### src/core/flash_host_pkg.sv
// Purpose: shared constants and types for the flash status-polling host controller
// Assumes: 100 MHz mclk, byte-wide flash bus, APB register access
// Notes:   every offset, status and data-line bit position, data reset value and timing count lives here
package flash_host_pkg;

  // ************************************************
  // clock and flash bus timing
  // ************************************************
  localparam int CLK_PERIOD_NS = 10;
  localparam int T_SETUP_NS    = 10;   // address and chip enable ahead of the strobe
  localparam int T_ACC_NS      = 120;  // slowest access time of the part family
  localparam int T_WP_NS       = 50;   // write strobe low time
  localparam int T_HOLD_NS     = 30;   // address and data hold after the strobe rises

  // least times, so they round up to whole cycles
  localparam logic [7:0] SETUP_CYC = 8'((T_SETUP_NS + CLK_PERIOD_NS - 1) / CLK_PERIOD_NS);
  localparam logic [7:0] ACC_CYC   = 8'((T_ACC_NS + CLK_PERIOD_NS - 1) / CLK_PERIOD_NS);
  localparam logic [7:0] WP_CYC    = 8'((T_WP_NS + CLK_PERIOD_NS - 1) / CLK_PERIOD_NS);
  localparam logic [7:0] HOLD_CYC  = 8'((T_HOLD_NS + CLK_PERIOD_NS - 1) / CLK_PERIOD_NS);

  // ************************************************
  // widths
  // ************************************************
  localparam int FADDR_W = 21;
  localparam int FDATA_W = 8;

  // ************************************************
  // register map (byte addresses)
  // ************************************************
  localparam logic [11:0] OFF_CTRL   = 12'h000;
  localparam logic [11:0] OFF_ADDR   = 12'h004;
  localparam logic [11:0] OFF_WDATA  = 12'h008;
  localparam logic [11:0] OFF_STATUS = 12'h00c;
  localparam logic [11:0] OFF_RDATA  = 12'h010;

  // status bit positions
  localparam int ST_BUSY     = 0;
  localparam int ST_DONE     = 1;
  localparam int ST_FAIL     = 2;
  localparam int ST_MISMATCH = 3;
  localparam int ST_READY    = 4;
  localparam int ST_ERASE_TM = 5;
  localparam int ST_SUSP     = 6;
  localparam int ST_NEED_RST = 7;

  // data line positions inside a status read
  localparam int DQ_POLL  = 7;
  localparam int DQ_TOG1  = 6;
  localparam int DQ_LIMIT = 5;
  localparam int DQ_TIMER = 3;
  localparam int DQ_TOG2  = 2;

  // reset values and the erased byte value
  localparam logic [FADDR_W-1:0] ADDR_RST  = 21'h000000;
  localparam logic [FDATA_W-1:0] WDATA_RST = 8'h00;
  localparam logic [FDATA_W-1:0] RDATA_RST = 8'h00;
  localparam logic [FDATA_W-1:0] ERASED_VAL = 8'hff;

  // ************************************************
  // types
  // ************************************************
  typedef enum logic [2:0] {
    OP_NONE,
    OP_WRITE,
    OP_READ,
    OP_POLL_DATA,
    OP_POLL_TOGGLE
  } op_t;

  typedef struct packed {
    logic               we;
    logic [FADDR_W-1:0] addr;
    logic [FDATA_W-1:0] data;
  } cyc_req_t;

  typedef struct packed {
    logic               ce_n;
    logic               oe_n;
    logic               we_n;
    logic [FADDR_W-1:0] addr;
    logic [FDATA_W-1:0] dq_o;
    logic               dq_oe;
  } flash_pins_t;

endpackage

### src/core/flash_cycle.sv
// Purpose: one asynchronous flash read or write cycle, timed in mclk cycles
// Assumes: start is only honoured while idle is high
// Notes:   chip enable rises at the end of every cycle, so each read is a fresh read cycle
`timescale 1ns/1ps
`default_nettype none
module flash_cycle
  import flash_host_pkg::*;
(
  input  wire logic         mclk,
  input  wire logic         srst,
  input  wire logic         clk_en,
  input  wire logic         start,
  input  wire cyc_req_t     req,
  input  wire logic [7:0]   dq_i,
  output logic              idle,
  output logic              done,
  output logic [7:0]        rdata,
  output flash_pins_t       pins
);

  // ************************************************
  // sequencer
  // ************************************************
  typedef enum logic [1:0] {PH_IDLE, PH_SETUP, PH_STROBE, PH_HOLD} phase_t;

  phase_t      phase_q;
  logic [7:0]  cnt_q;
  logic        we_q;

  assign idle = (phase_q == PH_IDLE);

  // phases: setup, strobe low, hold with strobe high, then release
  always_ff @(posedge mclk) begin
    if (srst) begin
      phase_q      <= PH_IDLE;
      cnt_q        <= 8'h00;
      we_q         <= 1'b0;
      done         <= 1'b0;
      rdata        <= RDATA_RST;
      pins.ce_n    <= 1'b1;
      pins.oe_n    <= 1'b1;
      pins.we_n    <= 1'b1;
      pins.addr    <= ADDR_RST;
      pins.dq_o    <= WDATA_RST;
      pins.dq_oe   <= 1'b0;
    end else if (clk_en) begin
      done <= 1'b0;
      case (phase_q)
        PH_IDLE: begin
          if (start) begin
            we_q       <= req.we;
            pins.addr  <= req.addr;
            pins.dq_o  <= req.data;
            pins.dq_oe <= req.we;
            pins.ce_n  <= 1'b0;
            cnt_q      <= SETUP_CYC - 8'h01;
            phase_q    <= PH_SETUP;
          end
        end
        PH_SETUP: begin
          if (cnt_q == 8'h00) begin
            pins.oe_n <= we_q;
            pins.we_n <= ~we_q;
            cnt_q     <= we_q ? (WP_CYC - 8'h01) : (ACC_CYC - 8'h01);
            phase_q   <= PH_STROBE;
          end else begin
            cnt_q <= cnt_q - 8'h01;
          end
        end
        PH_STROBE: begin
          if (cnt_q == 8'h00) begin
            if (!we_q) begin
              rdata <= dq_i;  // sampled at the end of the full access time
            end
            pins.oe_n <= 1'b1;
            pins.we_n <= 1'b1;  // this rising edge is what makes status valid
            cnt_q     <= HOLD_CYC - 8'h01;
            phase_q   <= PH_HOLD;
          end else begin
            cnt_q <= cnt_q - 8'h01;
          end
        end
        PH_HOLD: begin
          if (cnt_q == 8'h00) begin
            pins.ce_n  <= 1'b1;
            pins.dq_oe <= 1'b0;
            done       <= 1'b1;
            phase_q    <= PH_IDLE;
          end else begin
            cnt_q <= cnt_q - 8'h01;
          end
        end
        default: begin
          phase_q <= PH_IDLE;
        end
      endcase
    end
  end

endmodule
`default_nettype wire

### src/core/flash_status_host.sv
// Purpose: host-side controller that writes to a parallel flash and polls its operation status
// Assumes: software sends command sequences as single write cycles, then starts a poll
// Notes:   APB slave for orders and status; flash pins are sampled as synchronous inputs
//
// Notes on behaviour
// - program polling reads the program address; bit 7 inverted until done.
// - erase polling bit reads 0 then 1; read inside an erasing sector.
// - after polling bit settles, read once more for valid low byte.
// - in suspend, other sectors read array data; program only outside erase set.
// - after a timing-limit failure the host must send the reset command.
// - bit 5 counts only while polling or toggle bit shows busy.
//
// Design decisions made here: the APB register port and the placing of the registers.
`timescale 1ns/1ps
`default_nettype none
module flash_status_host
  import flash_host_pkg::*;
(
  input  wire logic                mclk,
  input  wire logic                srst,
  input  wire logic                clk_en,
  // apb slave
  input  wire logic                psel,
  input  wire logic                penable,
  input  wire logic                pwrite,
  input  wire logic [11:0]         paddr,
  input  wire logic [31:0]         pwdata,
  output logic [31:0]              prdata,
  output logic                     pready,
  output logic                     pslverr,
  // flash pins
  input  wire logic                ready_busy_out,
  input  wire logic [FDATA_W-1:0]  dq_i,
  output logic                     flash_ce_n,
  output logic                     flash_oe_n,
  output logic                     flash_we_n,
  output logic [FADDR_W-1:0]       flash_addr,
  output logic [FDATA_W-1:0]       flash_dq_o,
  output logic                     flash_dq_oe
);

  // ************************************************
  // declarations
  // ************************************************
  typedef enum logic [3:0] {
    S_IDLE, S_WRITE, S_READ, S_DP, S_DP_RE, S_TG_A, S_TG_B, S_TG_A2, S_TG_B2, S_FINAL
  } state_t;

  state_t              state_q;
  op_t                 mode_q;
  logic                issued_q;
  logic [FADDR_W-1:0]  addr_q;
  logic [FDATA_W-1:0]  wdata_q;
  logic [FDATA_W-1:0]  rdata_q;
  logic [FDATA_W-1:0]  first_q;
  logic                ready_q;
  logic                done_q;
  logic                fail_q;
  logic                mism_q;
  logic                susp_q;
  logic                need_rst_q;
  logic                lat_q;
  logic [31:0]         prdata_q;
  logic                perr_q;

  logic                cyc_start;
  logic                cyc_idle;
  logic                cyc_done;
  logic [FDATA_W-1:0]  cyc_rdata;
  cyc_req_t            cyc_req;
  flash_pins_t         pins;

  logic                wr_access;
  logic                go;
  op_t                 go_op;
  logic                ev_done;
  logic                ev_fail;
  logic                ev_mism;
  logic                ev_susp;
  logic                ev_wr_done;
  logic [7:0]          status_vec;

  // ************************************************
  // decode helpers
  // ************************************************
  function automatic logic is_mapped(input logic [11:0] a);
    is_mapped = (a == OFF_CTRL) || (a == OFF_ADDR) || (a == OFF_WDATA) ||
                (a == OFF_STATUS) || (a == OFF_RDATA);
  endfunction

  // accepted orders; the write cycle is always allowed so the reset command can go out
  function automatic logic op_ok(input logic [2:0] v, input logic blocked);
    op_ok = (v == OP_WRITE) ||
            (!blocked && ((v == OP_READ) || (v == OP_POLL_DATA) || (v == OP_POLL_TOGGLE)));
  endfunction

  // ************************************************
  // apb slave
  // ************************************************
  // read data is latched in the setup cycle so the access phase drives it from flops
  assign pready    = psel & penable & clk_en & lat_q;
  assign prdata    = prdata_q;
  assign pslverr   = perr_q & pready;
  assign wr_access = pready & pwrite;

  assign status_vec = {need_rst_q, susp_q, rdata_q[DQ_TIMER], ready_q,  // erase timer seen
                       mism_q, fail_q, done_q, (state_q != S_IDLE)};

  // setup-phase latch of read data and error
  always_ff @(posedge mclk) begin
    if (srst) begin
      lat_q    <= 1'b0;
      prdata_q <= 32'h00000000;
      perr_q   <= 1'b0;
    end else if (clk_en) begin
      if (psel && !penable) begin
        lat_q  <= 1'b1;
        perr_q <= ~is_mapped(paddr);
        case (paddr)
          OFF_CTRL:   prdata_q <= {29'h00000000, mode_q};
          OFF_ADDR:   prdata_q <= {11'h000, addr_q};
          OFF_WDATA:  prdata_q <= {24'h000000, wdata_q};
          OFF_STATUS: prdata_q <= {24'h000000, status_vec};
          OFF_RDATA:  prdata_q <= {24'h000000, rdata_q};
          default:    prdata_q <= 32'h00000000;
        endcase
      end else if (pready) begin
        lat_q <= 1'b0;
      end
    end
  end

  // address and write-data registers
  always_ff @(posedge mclk) begin
    if (srst) begin
      addr_q  <= ADDR_RST;
      wdata_q <= WDATA_RST;
    end else if (clk_en && wr_access) begin
      if (paddr == OFF_ADDR) begin
        addr_q <= pwdata[FADDR_W-1:0];
      end
      if (paddr == OFF_WDATA) begin
        wdata_q <= pwdata[FDATA_W-1:0];
      end
    end
  end

  // an order is taken only while idle; polls are refused until a write clears the lock
  assign go    = wr_access && (paddr == OFF_CTRL) && (state_q == S_IDLE) &&
                 op_ok(pwdata[2:0], need_rst_q);
  assign go_op = op_t'(pwdata[2:0]);

  // ************************************************
  // poll evaluation events
  // ************************************************
  // decides, at the end of each flash cycle, what the sampled status means
  always_comb begin
    ev_done    = 1'b0;
    ev_fail    = 1'b0;
    ev_mism    = 1'b0;
    ev_susp    = 1'b0;
    ev_wr_done = 1'b0;
    if (cyc_done) begin
      case (state_q)
        S_WRITE: begin
          ev_done    = 1'b1;
          ev_wr_done = 1'b1;
        end
        S_READ: begin
          ev_done = 1'b1;
        end
        S_DP_RE: begin
          // bit 7 may have settled together with bit 5, so only a second miss is a failure
          ev_fail = (cyc_rdata[DQ_POLL] != wdata_q[DQ_POLL]);
          ev_done = ev_fail;
        end
        S_TG_B: begin
          // a still bit 6 with a moving bit 2 marks a sector selected for erase
          ev_susp = (cyc_rdata[DQ_TOG1] == first_q[DQ_TOG1]) &&
                    (cyc_rdata[DQ_TOG2] != first_q[DQ_TOG2]);
        end
        S_TG_B2: begin
          ev_fail = (cyc_rdata[DQ_TOG1] != first_q[DQ_TOG1]);
          ev_susp = !ev_fail && (cyc_rdata[DQ_TOG2] != first_q[DQ_TOG2]);
          ev_done = ev_fail;
        end
        S_FINAL: begin
          ev_done = 1'b1;
          // protected targets return old array data, which shows up here as a mismatch on data polls only
          ev_mism = (mode_q == OP_POLL_DATA) && (cyc_rdata != wdata_q);
        end
        default: begin
          ev_done = 1'b0;
        end
      endcase
    end
  end

  // ************************************************
  // status flags
  // ************************************************
  // write-one-to-clear; a new event in the clearing cycle wins
  always_ff @(posedge mclk) begin
    if (srst) begin
      done_q <= 1'b0;
      fail_q <= 1'b0;
      mism_q <= 1'b0;
      susp_q <= 1'b0;
    end else if (clk_en) begin
      if (wr_access && (paddr == OFF_STATUS)) begin
        done_q <= ev_done | (done_q & ~pwdata[ST_DONE]);
        fail_q <= ev_fail | (fail_q & ~pwdata[ST_FAIL]);
        mism_q <= ev_mism | (mism_q & ~pwdata[ST_MISMATCH]);
        susp_q <= ev_susp | (susp_q & ~pwdata[ST_SUSP]);
      end else begin
        done_q <= done_q | ev_done;
        fail_q <= fail_q | ev_fail;
        mism_q <= mism_q | ev_mism;
        susp_q <= susp_q | ev_susp;
      end
    end
  end

  // failure lock, lifted by the next completed write cycle (the reset command)
  always_ff @(posedge mclk) begin
    if (srst) begin
      need_rst_q <= 1'b0;
    end else if (clk_en) begin
      if (ev_fail) begin
        need_rst_q <= 1'b1;
      end else if (ev_wr_done) begin
        need_rst_q <= 1'b0;
      end
    end
  end

  // ready/busy pin mirrored into status; open-drain level is resolved outside
  always_ff @(posedge mclk) begin
    if (srst) begin
      ready_q <= 1'b1;
    end else if (clk_en) begin
      ready_q <= ready_busy_out;
    end
  end

  // ************************************************
  // poll sequencer
  // ************************************************
  // a poll is only started by a later order, so it always follows the final write strobe
  always_ff @(posedge mclk) begin
    if (srst) begin
      state_q  <= S_IDLE;
      mode_q   <= OP_NONE;
      issued_q <= 1'b0;
      rdata_q  <= RDATA_RST;
      first_q  <= RDATA_RST;
    end else if (clk_en) begin
      if (cyc_start) begin
        issued_q <= 1'b1;
      end else if (cyc_done) begin
        issued_q <= 1'b0;
      end
      case (state_q)
        S_IDLE: begin
          if (go) begin
            mode_q <= go_op;
            case (go_op)
              OP_WRITE:       state_q <= S_WRITE;
              OP_READ:        state_q <= S_READ;
              OP_POLL_DATA:   state_q <= S_DP;
              OP_POLL_TOGGLE: state_q <= S_TG_A;
              default:        state_q <= S_IDLE;
            endcase
          end
        end
        S_WRITE: begin
          if (cyc_done) begin
            state_q <= S_IDLE;
          end
        end
        S_READ: begin
          if (cyc_done) begin
            rdata_q <= cyc_rdata;  // in suspend this is plain array data outside the erase set
            state_q <= S_IDLE;
          end
        end
        S_DP: begin
          if (cyc_done) begin
            rdata_q <= cyc_rdata;
            // true bit 7 (or 1 for erase, with expected data all ones) ends the poll
            if (cyc_rdata[DQ_POLL] == wdata_q[DQ_POLL]) begin
              state_q <= S_FINAL;
            end else if (cyc_rdata[DQ_LIMIT]) begin
              state_q <= S_DP_RE;
            end
          end
        end
        S_DP_RE: begin
          if (cyc_done) begin
            rdata_q <= cyc_rdata;
            state_q <= ev_fail ? S_IDLE : S_FINAL;
          end
        end
        S_TG_A: begin
          if (cyc_done) begin
            first_q <= cyc_rdata;
            rdata_q <= cyc_rdata;
            state_q <= S_TG_B;
          end
        end
        S_TG_B: begin
          if (cyc_done) begin
            rdata_q <= cyc_rdata;
            first_q <= cyc_rdata;  // slide the pair so each read is compared to the last
            if (cyc_rdata[DQ_TOG1] == first_q[DQ_TOG1]) begin
              state_q <= S_FINAL;
            end else if (cyc_rdata[DQ_LIMIT]) begin
              state_q <= S_TG_A2;
            end
          end
        end
        S_TG_A2: begin
          if (cyc_done) begin
            first_q <= cyc_rdata;
            rdata_q <= cyc_rdata;
            state_q <= S_TG_B2;
          end
        end
        S_TG_B2: begin
          if (cyc_done) begin
            rdata_q <= cyc_rdata;
            state_q <= ev_fail ? S_IDLE : S_FINAL;
          end
        end
        S_FINAL: begin
          if (cyc_done) begin
            rdata_q <= cyc_rdata;  // the extra read gives all eight bits settled
            state_q <= S_IDLE;
          end
        end
        default: begin
          state_q <= S_IDLE;
        end
      endcase
    end
  end

  // ************************************************
  // flash cycle engine
  // ************************************************
  // every status read goes to the order address: program address or erasing sector
  assign cyc_start    = (state_q != S_IDLE) && !issued_q && cyc_idle;
  assign cyc_req.we   = (state_q == S_WRITE);
  assign cyc_req.addr = addr_q;
  assign cyc_req.data = wdata_q;

  flash_cycle u_cycle (
    .mclk   (mclk),
    .srst   (srst),
    .clk_en (clk_en),
    .start  (cyc_start),
    .req    (cyc_req),
    .dq_i   (dq_i),
    .idle   (cyc_idle),
    .done   (cyc_done),
    .rdata  (cyc_rdata),
    .pins   (pins)
  );

  assign flash_ce_n  = pins.ce_n;
  assign flash_oe_n  = pins.oe_n;
  assign flash_we_n  = pins.we_n;
  assign flash_addr  = pins.addr;
  assign flash_dq_o  = pins.dq_o;
  assign flash_dq_oe = pins.dq_oe;

endmodule
`default_nettype wire

### config.mk
export PLATFORM = sky130hd
export DESIGN_NAME = flash_status_host
export DESIGN_NICKNAME = d
export VERILOG_FILES = /design/src/core/flash_host_pkg.sv /design/src/core/flash_cycle.sv /design/src/core/flash_status_host.sv
export SDC_FILE = /design/constraint.sdc
export NUM_CORES = 1
export LEC_CHECK = 0
export BUFFER_PORTS_ARGS = -buffer_cell sky130_fd_sc_hd__buf_2
export CAP_MARGIN = 0
export CORE_ASPECT_RATIO = 1.2
export CORE_MARGIN = 10
export CORE_UTILIZATION = 34
export DETAILED_ROUTE_END_ITERATION = 12
export HOLD_SLACK_MARGIN = 0.12
export PLACE_DENSITY_LB_ADDON = 0.12
export RECOVER_POWER = 25
export SYNTH_ARGS = -nofsm -noshare
export SYNTH_HDL_FRONTEND = slang
export SYNTH_SLANG_ARGS = --single-unit
### constraint.sdc
create_clock -name mclk -period 3 [get_ports mclk]
set_input_delay 0.6 -clock mclk [delete_from_list [all_inputs] [get_ports mclk]]
set_output_delay 0.6 -clock mclk [all_outputs]
set_load 0.02 [all_outputs]
# Word level (Yosys, flattened, before mapping)

Index checks and enable logic that the tools add are counted.
W data, S select, Z words.

Bits in registers: 145
Bits of input ports: 59
Output and inout bits: 67
Logic and storage cells: 201

$add $sub $neg: 1
Equal/unequal tests: 41
Muxes and demuxes: 56
Bitwise logic cells: 23
Reductions and logical operators: 53

Operator list:

| kind                  | number |
|---|---|
| $pmux W21 S5          | 1 |
| $mux W4               | 13 |
| $mux W8               | 4 |
| $pmux W8 S4           | 1 |
| $pmux W4 S7           | 1 |
| $eq A12 B4 Y1 const B | 2 |
| $mux W1               | 23 |
| $ne A2 B1 Y1 const B  | 9 |
| $eq A4 B3 Y1 const B  | 4 |
| $reduce_and A3 Y1     | 5 |
| $eq A12 B3 Y1 const B | 1 |
| $eq A12 B5 Y1 const B | 1 |
| $logic_and A1 B1 Y1   | 12 |
| $logic_not A12 Y1     | 1 |
| $pmux W3 S4           | 1 |
| $reduce_and A2 Y1     | 6 |
| $reduce_and A4 Y1     | 3 |
| $mux W2               | 5 |
| $reduce_and A10 Y1    | 1 |
| $reduce_bool A2 Y1    | 5 |
| $and A1 B1 Y1         | 9 |
| $eq A3 B2 Y1 const B  | 3 |
| $eq A4 B2 Y1 const B  | 2 |
| $eq A4 B4 Y1 const B  | 2 |
| 27 further kinds      | 59 |

# Longest topological paths before layout

Depth after elaboration: 9
Gate-level depth with buffers: 8
Mapped depth without buffers: 7

# Modules after synthesis

From an unflattened synthesis, not the netlist that was laid out.

Cells, all modules: 685
Area, all modules: 5870.6 um^2

By module, submodules not included:

| module            | times used | cells each | area an instance (um^2) | seq. area each (um^2) |
|---|---|---|---|---|
| flash_status_host | 1          | 412        | 3554.7                  | 1521.5 |
| flash_cycle       | 1          | 273        | 2316.0                  | 1061.0 |

# Worst setup path before layout

Ideal clock, no wire load.

Kind: input to register
Start: input port paddr[9]
End: register prdata_q[7] (netlist: prdata[7])
Library setup time: 0.095 ns
Arrival time: 2.427 ns
Required time: 2.905 ns
Slack: 0.477 ns
Cell stages on the path: 6
Path buffers: 1
Path through: or4_1 buf_2 or3_4 nor4b_4 a221oi_1 a221oi_1

Cells in the longest elaborated chain, start to end: 2
Elaborated cells on any way between the ends: 6
Classes of those cells: eq/ne: 4; mux: 1; reduce/logical: 1

Ends and longest elaborated chain:

| element                               | line                     | RTL |
|---|---|---|
| start, declared                       | flash_status_host.sv:26  | `input wire logic [11:0] paddr,` |
| $eq A12 B5 Y1 (tied with other cells) | flash_status_host.sv:119 | `case (paddr)` |
| $pmux W21 S5 *                        | flash_status_host.sv:119 |  |
| end signal, assigned                  | flash_status_host.sv:120 | `OFF_CTRL: prdata_q <= {29'h00000000, mode_q};` |
| end signal, assigned                  | flash_status_host.sv:121 | `OFF_ADDR: prdata_q <= {11'h000, addr_q};` |
| end signal, assigned                  | flash_status_host.sv:122 | `OFF_WDATA: prdata_q <= {24'h000000, wdata_q};` |
| end, declared                         | flash_status_host.sv:63  | `logic [31:0] prdata_q;` |

Mark *: on every way between the ends. The rest lies on a longest branch, timed or not.
A chain may end at the register's enable or synchronous reset.

# Worst setup path in the final report

Start: input port srst
End: register addr_q[18]

RTL lines:

| element              | line                     | RTL |
|---|---|---|
| start, declared      | flash_status_host.sv:20  | `input wire logic srst,` |
| end signal, assigned | flash_status_host.sv:140 | `addr_q <= pwdata[FADDR_W-1:0];` |
| end, declared        | flash_status_host.sv:52  | `logic [FADDR_W-1:0] addr_q;` |

No word-level cell between the ends.

==> results.toml <==
[run_status]
outcome = "complete, but fails checks"
violations = "max-capacitance violations, max-slew violations"

[sta]
worst_slew_pin_slew_ps = 2136
finalSetupTns_ps = 0
min_period_over_period_pct = 86.51
setup_slack_ps = 404.8
fmax_ghz = 0.3853
setup_viol_count_final = 0
relSlewSlack_pct = -42.37
finalMaxSlewViolations = 47
rsz0062_at_grt = "no"
fin_skew_ps = 6.781
hold_violations = 0
layout_min_cycle_time_ps = 2595

[pwr]
power_uw = 3794
clockPowerShare_pct = 51.2
power_density_nw_per_um2 = 543.6
p_sw_uw = 888.2
swShare_pct = 23.41
p_comb_share_pct = 3.4
internal_power_uw = 2906
p_seq_share_pct = 45.4
p_leak_uw = 0.002478
peakVddDrop_mv = 0.3932

[critical_path]
slowest_stage = "clkbuf_1"
arrival_ps = 2870
cp_max_fo = 47
max_stage_delay_ps = 1490
worst-setup-path-type = "in -> reg"
crit_required_ps = 3280
worstPathCellList = "clkbuf_1 -> buf_4 -> a21oi_1"
cp-end-kind = "flop"
reg2reg_depth = 6
startpoint_type = "input pin"

[floorplan]
fp.dieH_um = 162.5
io_pins = 126
fp.dieArea_um2 = 22550
start_util_pct = 34.41
die_w_um = 138.7
core_um2 = 16720
core.rowCount = 52

[synthesis]
ys.flop_type = "dfxtp_1"
yosys.area_share.simple_pct = 24.77
synthMostInstantiatedCell = "nand2_1"
synth_compound_area_share_pct = 17.25
synth_top_cell_by_area = "dfxtp_1"
netlist_area_um2 = 5753
synth_top_area_share_pct = 44.89
yosysSeqAreaShare_pct = 44.89
synth.mux.area_fraction_pct = 4.350
async_flop_share_pct = 0
synthAdderAreaFrac_pct = 1.305
synth_edf_count = 0
synth_common_cells = "nand2_1 (166), dfxtp_1 (129), a21oi_1 (88), clkbuf_1 (40), nor2_1 (38)"
synth_top_family_by_area = "simple AND/OR/NAND/NOR gates"
avgSynthCellArea_um2 = 8.149
ys_ff_latch = 129
synth.distinct_cells = 58
synth_cells = 706
netlist_top_cells_area = "dfxtp_1 (45%), nand2_1 (11%), a21oi_1 (7.7%)"
yosys_warnings = 0
synth_xor_area_share_pct = 2.284

[clock_tree]
htreeDepth = 4
cts.sinks = 129
clock_latency_ps = 420
cts_tree = "built"
cts_hold_buf = 0
cts_buffers = 17
postCtsSetupBuffers = 0
cts_resized = 0
clock-root-buffer = "clkbuf_16"
cts.path.max_buffers = 2
clk_pin_slew_ps = 50

[placement]
port_buffers = 103
dp_cells = 996
dp_slack_ps = 146.5
dpl_cell_area_um2 = 6477
gp_congestion = 0.8846
dp_hpwl_mm = 12.72

[global_route]
grt_overflow = 0
grt_pass1_wl_mm = 27.22
grt_max_degree = 48
grt_pass1_vias = 5148
grt.total_usage_pct = 14.81
antenna_found_initial = 0

[route]
firstDrtPassIters = 4
drt_wl_total_mm = 17.23
antenna_left = 0
met3_wirelength_um = 877
wl_met2_mm = 8.337
top_layer_used = "met4"
drt_iter0_drc = 320
post_drt_wl_per_cell_um = 16.76
drc = 0
wl_met1_mm = 7.672
via_count = 5262
routed_via_density = 5.119

[final_layout]
area_delta_synth_final_pct = 21.31
final_layout_size_suffix_gt1_share_pct = 15.15
fillers = 1745
nets = 864
n_antenna_cell = 0
final_area_um2 = 6979
instances_no_fill = 1028

[job]
cap_violations = 1

[hold_path]
worstHoldPathCells = 3
hold_class = "in -> reg"
[metal layers]
layer,up-vias,global-route usage (%)
met2,143,25.35
met1,2469,17.26
met5,-,0
met3,20,3.938
li1,2630,-
met4,0,5.983
[metrics by stage]
| stage | util (%) | hold slack, ps |
|---|---|---|
| after detailed placement | 38.74 | 444.4 |
| final | 41.74 | 407.8 |
| after global routing | 41.74 | 423.4 |
| after floorplan | - | 431.6 |
| after CTS | 42.09 | 390.3 |
| after global placement | 38.74 | 439.1 |
[power groups by stage]
stage	registers (uW)	clock network, uW	logic, uW
2_1_floorplan	1760	0	77.7
3_3_place_gp	1760	0	129
3_5_place_dp	1760	0	129
4_1_cts	1720	2000	130
5_1_grt	1720	2070	142
6_report	1720	1940	129
[final timing paths]
path	start	endpoint	slack, ps
hold / removal	ready_busy_out	ready_q	410
setup reg to reg	state_q[3]	u_cycle.cnt_q[1]	480
hold reg to reg	prdata[9]	prdata[9]	450
setup / recovery	srst	addr_q[18]	400
[flip-flops by register name, indices dropped and copies added, names as in the netlist, 2 cells and up]
| register | flops |
|---|---|
| addr_q | 21 |
| u_cycle.phase_q | 2 |
| u_cycle.cnt_q | 8 |
| prdata | 21 |
| rdata_q | 8 |
| first_q | 2 |
| u_cycle.pins | 33 |
| u_cycle.rdata | 8 |
| state_q | 4 |
| wdata_q | 8 |
| mode_q | 3 |
[cell families (layout without fill, tap and decap cells)]
logic type,Yosys count,after routing
xor gates and xnor gates,15,15
DFF,129,129
adders and majority gates,6,6
muxes,25,25
and+or+nand+nor,305,305
other,1,11
AOI/OAI and AO/OA,160,160
buffers and inverters,65,161
[worst max-delay path: cells and delay by family]
kind,cells,cell delay (ps)
compound gates,1,80
buf+inv,2,2140
[cell type report]
class	count	area, um2	share of cell area (%)
sequential	129	2582	37.00
clock inverter	14	131.4	1.882
clock buffer	18	429.2	6.149
multi-input combinational	522	2938	42.09
timing repair buffer	122	601.8	8.623
inverter	7	26.28	0.3765
tap	216	270.3	3.872
[cells in the final DEF (no fill, tap or decap), types with 11 or more instances in the layout]
cell,synthesis,routed
clkbuf_16,0,17
nand3_1,23,23
buf_4,11,19
o21ai_0,16,16
mux2i_1,25,25
conb_1,1,11
a221oi_1,15,15
nor2_1,38,38
a21oi_1,88,88
buf_2,6,58
nand2_1,166,166
and2_1,13,13
dfxtp_1,129,129
xnor2_1,12,12
clkbuf_1,40,46
Note: power is estimated with default switching activity, not from simulation.
